### config.mk
export PLATFORM = sky130hd
export DESIGN_NAME = slo_top
export DESIGN_NICKNAME = d
export VERILOG_FILES = /design/src/pkg/slo_pkg.sv /design/src/pkg/slo_phase_if.sv /design/src/verilog/slo_top.sv /design/src/verilog/slo_phase_seq.sv
export VERILOG_INCLUDE_DIRS = /design/src /design/src/pkg
export SDC_FILE = /design/constraint.sdc
export NUM_CORES = 1
export LEC_CHECK = 0
export BUFFER_PORTS_ARGS = -buffer_cell sky130_fd_sc_hd__buf_4
export CAP_MARGIN = 20
export CORE_MARGIN = 2
export CORE_UTILIZATION = 27
export CTS_CLUSTER_SIZE = 24
export DETAILED_ROUTE_END_ITERATION = 16
export GPL_TIMING_DRIVEN = 1
export MAX_ROUTING_LAYER = met4
export PLACE_DENSITY = 0.46
export SYNTH_ARGS = -nofsm -noshare
export SYNTH_HDL_FRONTEND = slang
export SYNTH_SLANG_ARGS = --single-unit
### constraint.sdc
create_clock -name i_clock -period 4.01 [get_ports i_clock]
set_input_delay 1.0025 -clock i_clock [delete_from_list [all_inputs] [get_ports i_clock]]
set_output_delay 1.0025 -clock i_clock [all_outputs]
set_load 0.02 [all_outputs]
### src/pkg/slo_defines.svh
/*
 * Constants of the stack pointer literal instruction block.
 * Assumes inclusion by bare name from the top design file only.
 */
`ifndef SLO_DEFINES_SVH
`define SLO_DEFINES_SVH

// ----------------------------------------------------------------
// Opcode fields
// ----------------------------------------------------------------
`define SLO_OP_PUSH_HI 8'hFA
`define SLO_OP_SUB_HI 8'hE9
`define SLO_SEL_RETURN 2'h3
`define SLO_SEL_MAX 2'h2
`define SLO_LIT8_MSB 7
`define SLO_LIT6_MSB 5
`define SLO_SEL_MSB 7
`define SLO_SEL_LSB 6

// ----------------------------------------------------------------
// Reset values and counts
// ----------------------------------------------------------------
`define SLO_PTR_RESET 12'h000
`define SLO_PUSH_STEP 12'h001
`define SLO_STACK_PTR 2
`define SLO_PHASES 4

`endif

### src/pkg/slo_pkg.sv
/*
 * Types of the stack pointer literal instruction block.
 * Assumes nothing beyond the constants header.
 */
package slo_pkg;

    // Four phases of one instruction cycle
    typedef enum logic [1:0] {
        PH_Q1,
        PH_Q2,
        PH_Q3,
        PH_Q4
    } slo_phase_t;

    // Decoded instruction kind
    typedef enum logic [1:0] {
        OP_NONE,
        OP_PUSH,
        OP_SUB,
        OP_SUBRET
    } slo_op_t;

    // Execution state
    typedef enum logic {
        EX_RUN,
        EX_NOP
    } slo_exec_t;

endpackage

### src/pkg/slo_phase_if.sv
/*
 * Phase carrier between the phase sequencer and the executing core.
 * Assumes both ends share i_clock.
 */
`timescale 1ns/100ps
`default_nettype none

interface slo_phase_if;
    slo_pkg::slo_phase_t phase;
    logic cycle_end;

    modport seq (
        output phase,
        output cycle_end
    );
    modport core (
        input phase,
        input cycle_end
    );
endinterface

`default_nettype wire

### src/verilog/slo_top.sv
/*
 * Decode and execute of the push-literal, pointer-subtract and
 * subtract-and-return instructions on three indirect pointers.
 * Assumes the core offers opcodes in Q1, owns data memory, the
 * status flags and the return stack, and shares the core reset.
 */
// Summary of operation
// - Push writes low opcode byte at stack pointer
// - Push then decrements stack pointer by one
// - Push is one word, one cycle
// - Pointer subtract: six-bit literal from selected pointer
// - Subtract-and-return subtracts from stack pointer only
// - Then loads program counter from return stack top
// - Two cycles; second cycle is all no-operation
// - Select field binary 11 means subtract-and-return
// - Recognised only with extended set enabled
`timescale 1ns/100ps
`default_nettype none
`include "slo_defines.svh"

module slo_top #(
    parameter int PTR_W = 12,
    parameter int PC_W = 21
) (
    input wire logic i_clock,
    input wire logic i_rst_n,
    input wire logic i_ext_enable,
    input wire logic i_op_valid,
    input wire logic [15:0] i_opcode,
    input wire logic [PC_W-1:0] i_return_stack_top,
    input wire logic i_ptr_load,
    input wire logic [1:0] i_ptr_load_sel,
    input wire logic [PTR_W-1:0] i_ptr_load_value,
    output logic o_op_ready,
    output logic o_op_taken,
    output logic o_mem_write,
    output logic [PTR_W-1:0] o_mem_addr,
    output logic [7:0] o_mem_wdata,
    output logic o_pc_load,
    output logic [PC_W-1:0] o_pc_value,
    output logic o_status_write,
    output logic [PTR_W-1:0] o_pointer0,
    output logic [PTR_W-1:0] o_pointer1,
    output logic [PTR_W-1:0] o_pointer2
);

    // ------------------------------------------------------------
    // Helpers
    // ------------------------------------------------------------
    function automatic slo_pkg::slo_op_t decode_op(input logic [15:0] op, input logic ext);
        decode_op = slo_pkg::OP_NONE;
        if (ext && op[15:8] == `SLO_OP_PUSH_HI) begin
            decode_op = slo_pkg::OP_PUSH;
        end else if (ext && op[15:8] == `SLO_OP_SUB_HI) begin
            if (op[`SLO_SEL_MSB:`SLO_SEL_LSB] == `SLO_SEL_RETURN) begin
                decode_op = slo_pkg::OP_SUBRET;
            end else begin
                decode_op = slo_pkg::OP_SUB;
            end
        end
    endfunction

    function automatic logic [PTR_W-1:0] sub_lit(input logic [PTR_W-1:0] p, input logic [5:0] k);
        sub_lit = p - {{(PTR_W-6){1'b0}}, k};
    endfunction

    // ------------------------------------------------------------
    // Phase sequencer
    // ------------------------------------------------------------
    slo_phase_if phs ();

    slo_phase_seq u_seq (
        .i_clock(i_clock),
        .i_rst_n(i_rst_n),
        .phs(phs.seq)
    );

    // ------------------------------------------------------------
    // Decode
    // ------------------------------------------------------------
    slo_pkg::slo_exec_t state;
    slo_pkg::slo_exec_t next_state;
    slo_pkg::slo_op_t op_kind;
    slo_pkg::slo_op_t next_op_kind;
    logic [15:0] op_word;
    logic [PTR_W-1:0] ptr [3];
    logic [PTR_W-1:0] next_ptr [3];

    wire in_q1 = (phs.phase == slo_pkg::PH_Q1);
    wire in_q4 = phs.cycle_end;
    wire slo_pkg::slo_op_t dec_kind = decode_op(i_opcode, i_ext_enable);
    wire accept = in_q1 && i_op_valid && (state == slo_pkg::EX_RUN);
    wire [7:0] lit8 = op_word[`SLO_LIT8_MSB:0];
    wire [5:0] lit6 = op_word[`SLO_LIT6_MSB:0];
    wire [1:0] sel = op_word[`SLO_SEL_MSB:`SLO_SEL_LSB];
    wire exec = in_q4 && (op_kind != slo_pkg::OP_NONE);
    wire exec_push = exec && (op_kind == slo_pkg::OP_PUSH);
    wire exec_sub = exec && (op_kind == slo_pkg::OP_SUB) && (sel <= `SLO_SEL_MAX);
    wire exec_ret = exec && (op_kind == slo_pkg::OP_SUBRET);

    assign o_op_ready = in_q1 && (state == slo_pkg::EX_RUN);
    assign o_op_taken = accept && (dec_kind != slo_pkg::OP_NONE);

    always_comb begin
        next_op_kind = op_kind;
        if (accept) begin
            next_op_kind = dec_kind;
        end else if (in_q4) begin
            next_op_kind = slo_pkg::OP_NONE;
        end
    end

    // ------------------------------------------------------------
    // Cycle state
    // ------------------------------------------------------------
    always_comb begin
        case (state)
            slo_pkg::EX_RUN: next_state = exec_ret ? slo_pkg::EX_NOP : slo_pkg::EX_RUN;
            slo_pkg::EX_NOP: next_state = in_q4 ? slo_pkg::EX_RUN : slo_pkg::EX_NOP;
            default: next_state = slo_pkg::EX_RUN;
        endcase
    end

    // ------------------------------------------------------------
    // Pointer update
    // ------------------------------------------------------------
    always_comb begin
        for (int i = 0; i < 3; i++) begin
            next_ptr[i] = ptr[i];
        end
        if (i_ptr_load && i_ptr_load_sel <= `SLO_SEL_MAX) begin
            next_ptr[i_ptr_load_sel] = i_ptr_load_value;
        end
        if (exec_push) begin
            next_ptr[`SLO_STACK_PTR] = PTR_W'(ptr[`SLO_STACK_PTR] - `SLO_PUSH_STEP);
        end
        if (exec_sub) begin
            next_ptr[sel] = sub_lit(ptr[sel], lit6);
        end
        if (exec_ret) begin
            next_ptr[`SLO_STACK_PTR] = sub_lit(ptr[`SLO_STACK_PTR], lit6);
        end
    end

    always_ff @(posedge i_clock or negedge i_rst_n) begin
        if (!i_rst_n) begin
            state <= slo_pkg::EX_RUN;
            op_kind <= slo_pkg::OP_NONE;
            op_word <= 16'h0000;
            for (int i = 0; i < 3; i++) begin
                ptr[i] <= PTR_W'(`SLO_PTR_RESET);
            end
        end else begin
            state <= next_state;
            op_kind <= next_op_kind;
            if (accept) begin
                op_word <= i_opcode;
            end
            for (int i = 0; i < 3; i++) begin
                ptr[i] <= next_ptr[i];
            end
        end
    end

    // ------------------------------------------------------------
    // Memory write and return
    // ------------------------------------------------------------
    always_ff @(posedge i_clock or negedge i_rst_n) begin
        if (!i_rst_n) begin
            o_mem_write <= 1'b0;
            o_mem_addr <= PTR_W'(`SLO_PTR_RESET);
            o_mem_wdata <= 8'h00;
            o_pc_load <= 1'b0;
            o_pc_value <= '0;
        end else begin
            o_mem_write <= exec_push;
            if (exec_push) begin
                o_mem_addr <= ptr[`SLO_STACK_PTR];
                o_mem_wdata <= lit8;
            end
            o_pc_load <= exec_ret;
            if (exec_ret) begin
                o_pc_value <= i_return_stack_top;
            end
        end
    end

    assign o_status_write = 1'b0;
    assign o_pointer0 = ptr[0];
    assign o_pointer1 = ptr[1];
    assign o_pointer2 = ptr[2];
endmodule

`default_nettype wire

### src/verilog/slo_phase_seq.sv
/*
 * Phase sequencer: steps Q1..Q4 once per instruction cycle.
 * Assumes one i_clock edge per phase and the core asynchronous reset.
 */
`timescale 1ns/100ps
`default_nettype none

module slo_phase_seq (
    input wire logic i_clock,
    input wire logic i_rst_n,
    slo_phase_if.seq phs
);

    slo_pkg::slo_phase_t phase;
    slo_pkg::slo_phase_t next_phase;

    always_comb begin
        case (phase)
            slo_pkg::PH_Q1: next_phase = slo_pkg::PH_Q2;
            slo_pkg::PH_Q2: next_phase = slo_pkg::PH_Q3;
            slo_pkg::PH_Q3: next_phase = slo_pkg::PH_Q4;
            default: next_phase = slo_pkg::PH_Q1;
        endcase
    end

    always_ff @(posedge i_clock or negedge i_rst_n) begin
        if (!i_rst_n) begin
            phase <= slo_pkg::PH_Q1;
        end else begin
            phase <= next_phase;
        end
    end

    assign phs.phase = phase;
    assign phs.cycle_end = (phase == slo_pkg::PH_Q4);

endmodule

`default_nettype wire

==> impl_metrics.json <==
{
  "status": "finished, final reports clean",
  "seq_power_share_pct": 40.2,
  "core_mm2": 0.0188,
  "async_flop_share_pct": 100,
  "cts_setup_buffers": 0,
  "firstDrtPassIters": 5,
  "grt_pass1_wl_mm": 25.4,
  "min_period_ns": 3.21,
  "drive_gt1_share_pct": 27.4,
  "worst_setup_path_start_kind": "flip-flop",
  "post-route-period-util_pct": 80.0,
  "grtUsageTotal_pct": 16.8,
  "io_pins": 138,
  "finalNetCount": 772,
  "power.density_mw_per_mm2": 407,
  "pwr-share-comb_pct": 30.7,
  "synth-seq-cells": 92,
  "insertion_delay_ns": 0.35,
  "ctsHoldBuffers": 0,
  "ys_warn_count": 0,
  "place.port_buffers": 136,
  "grt_pass1_vias": 4619,
  "maxCapViolations": 0,
  "rsz0062_at_grt": "no",
  "cts_tree": "built",
  "grt_max_degree": 42,
  "syn2layout_area_growth_pct": 30.2,
  "fin_setup_tns_ns": 0,
  "drcViolationCount": 0,
  "syn_nets": 643,
  "power_switching_w": 0.000938,
  "synthDistinctLibCells": 72,
  "p_int_w": 0.00182,
  "synth_edf_count": 0,
  "gp_congestion": 0.842,
  "seq_area_frac_synth_pct": 44.3,
  "cts_buffer_depth": 2,
  "cts.clk_slew.worst_paths_ns": 0.06,
  "globalRouteOverflowTotal": 0,
  "synth_top_area_share_pct": 44.3,
  "die_area_mm2": 0.0204,
  "start_util_pct": 27.6,
  "max_slew_margin_pct": 40.7,
  "setup_slack_ns": 0.802,
  "die_w_um": 143,
  "clockRootBuffer": "clkbuf_16",
  "antenna_found_initial": 0,
  "synth-main-ff-cell": "dfrtp_1",
  "routed_via_density": 4.81,
  "die_h_um": 143,
  "leakagePower_nw": 3.17,
  "synth_top_cell_by_area": "dfrtp_1",
  "worst_pin_slew_ns": 0.887,
  "synth.area.top_cells": "dfrtp_1 44%, nand2_1 10%, mux2i_1 5.8%",
  "drt-total-wl_mm": 16.5,
  "cts_buffers": 9,
  "arrival_ns": 3.45,
  "ir_drop_v": 0.000207,
  "hold_violations": 0,
  "clock_skew_ns": 0.00890,
  "wl_per_cell_um": 17.2,
  "via_count": 4620,
  "final-setup-viol-count": 0,
  "worstPathMaxFanout": 11,
  "first_iter_violations": 237,
  "synth.cell_area_mm2": 0.00520,
  "synthCells": 568,
  "cts_resized": 0,
  "antennaDiodeCount": 0,
  "timing.fmax_ghz": 0.312,
  "hp-class": "flip-flop to flip-flop",
  "ant_nets": 0,
  "dpl_worst_slack_ns": 0.833,
  "rrSetupSlack_ns": 0.80,
  "postSynthAreaPerCell_um2": 9.15,
  "crit_path_end_kind": "flip-flop",
  "worstPathRequired_ns": 4.26,
  "clkPwrFrac_pct": 29.0,
  "fp-row-count": 50,
  "path_class": "flip-flop to flip-flop",
  "cts.sinks": 92,
  "dp_hpwl_mm": 12.4,
  "power.share.switching_pct": 34.0,
  "drv_slew": 0,
  "htreeDepth": 3
}
==> power groups by stage <==
stage,Combinational [W],Clock (W),Sequential (W)
floorplan,0.000470,0,0.00117
global placement,0.000838,0,0.00113
detailed placement,0.000847,0,0.00113
CTS,0.000851,0.000837,0.00111
global route,0.000928,0.000880,0.00112
finish,0.000848,0.000801,0.00111
==> state kept, by name, summed over array words and instances (netlist names) <==
register         flops
o_mem_addr          12
o_mem_wdata          8
o_mem_write          1
o_pc_load            1
o_pc_value          21
o_pointer0          12
o_pointer1          12
o_pointer2          12
op_kind              2
op_word              8
state                1
u_seq.phs.phase      2
==> cells by family (layout without fill, tap and decap cells) <==
family                   after synthesis  in the layout  share of synthesized area, %
AO/OA/AOI/OAI                        124            124                          15.2
XOR/XNOR                              16             16                          2.70
adder cells (fa/ha/maj)               19             19                          4.86
buffers and inverters                 47            180                          4.26
flip-flops                            92             92                          44.3
multiplexers                          43             43                          8.59
other                                  1              1                        0.0721
AND/OR/NAND/NOR                      226            226                          20.0
==> layout make-up <==
cell class / instances / area, um^2
Fill cell: 1962 / 12100
Multi-Input combinational cell: 429 / 2680
Sequential cell: 92 / 2300
Timing Repair Buffer: 148 / 1130
Tap cell: 260 / 325
Clock buffer: 13 / 260
Inverter: 17 / 66.3
Clock inverter: 2 / 10.0
==> through the flow <==
step / power [W] / instance area (um^2) / instances / util [%] / hold WS, ns
floorplan: 0.00164 / 5200 / 568 / - / 0.452
global placement: 0.00197 / 6470 / 945 / 34.4 / 0.459
detailed placement: 0.00198 / 6500 / 946 / 34.5 / 0.464
CTS: 0.00280 / 6770 / 961 / 36.0 / 0.480
global route: 0.00293 / 6770 / 961 / 36.0 / 0.512
finish: 0.00276 / 6770 / 961 / 36.0 / 0.479
==> layer usage <==
metal / track usage, % / up-vias / part of all wire (%)
met4: 5.42 / 0 / 1.7
met1: 20.5 / 2247 / 44
li1: - / 2216 / -
met3: 3.19 / 19 / 5.1
met5: - / - / 0
met2: 28.1 / 138 / 49
==> synth_stat cells, types with 8 or more instances <==
master,number
nor2_1,31
dfrtp_1,92
nand2_1,141
o21ai_0,27
o21ai_1,16
mux2i_1,30
buf_2,8
a211oi_1,12
xnor2_1,9
nor2b_1,10
clkbuf_1,14
mux2_2,13
ha_1,17
a21oi_1,29
inv_1,15
==> final timing paths <==
kind | end | startpoint | depth (start not counted)
setup / recovery | o_pointer2[7] | op_word[7] | 10
hold / removal | o_pc_value[18] | o_pc_value[18] | 2
setup reg to reg | o_pointer2[7] | op_word[7] | 10
hold reg to reg | o_pc_value[18] | o_pc_value[18] | 2
max in group asynchronous | o_pointer0[1] | i_rst_n | 2
min in group asynchronous | o_mem_write | i_rst_n | 1
==> layout by cell type, fill, tap and decap left out, types with 13 or more instances in the layout <==
master	n
a21oi_1	29
buf_4	147
dfrtp_1	92
ha_1	17
inv_1	15
mux2_2	13
mux2i_1	30
nand2_1	141
nor2_1	31
o21ai_0	27
o21ai_1	16
==> critical path, cell delays in order (launching register included) <==
cell	delay [ns]
dfrtp_1	0.37
nor2b_1	0.69
nand2_1	0.10
o21ai_0	0.17
ha_1	0.29
nor2b_1	0.14
o31a_1	0.27
o31ai_2	0.35
or2b_1	0.28
xor2_1	0.18
a221oi_2	0.27
(Power assumes the default switching activity.)
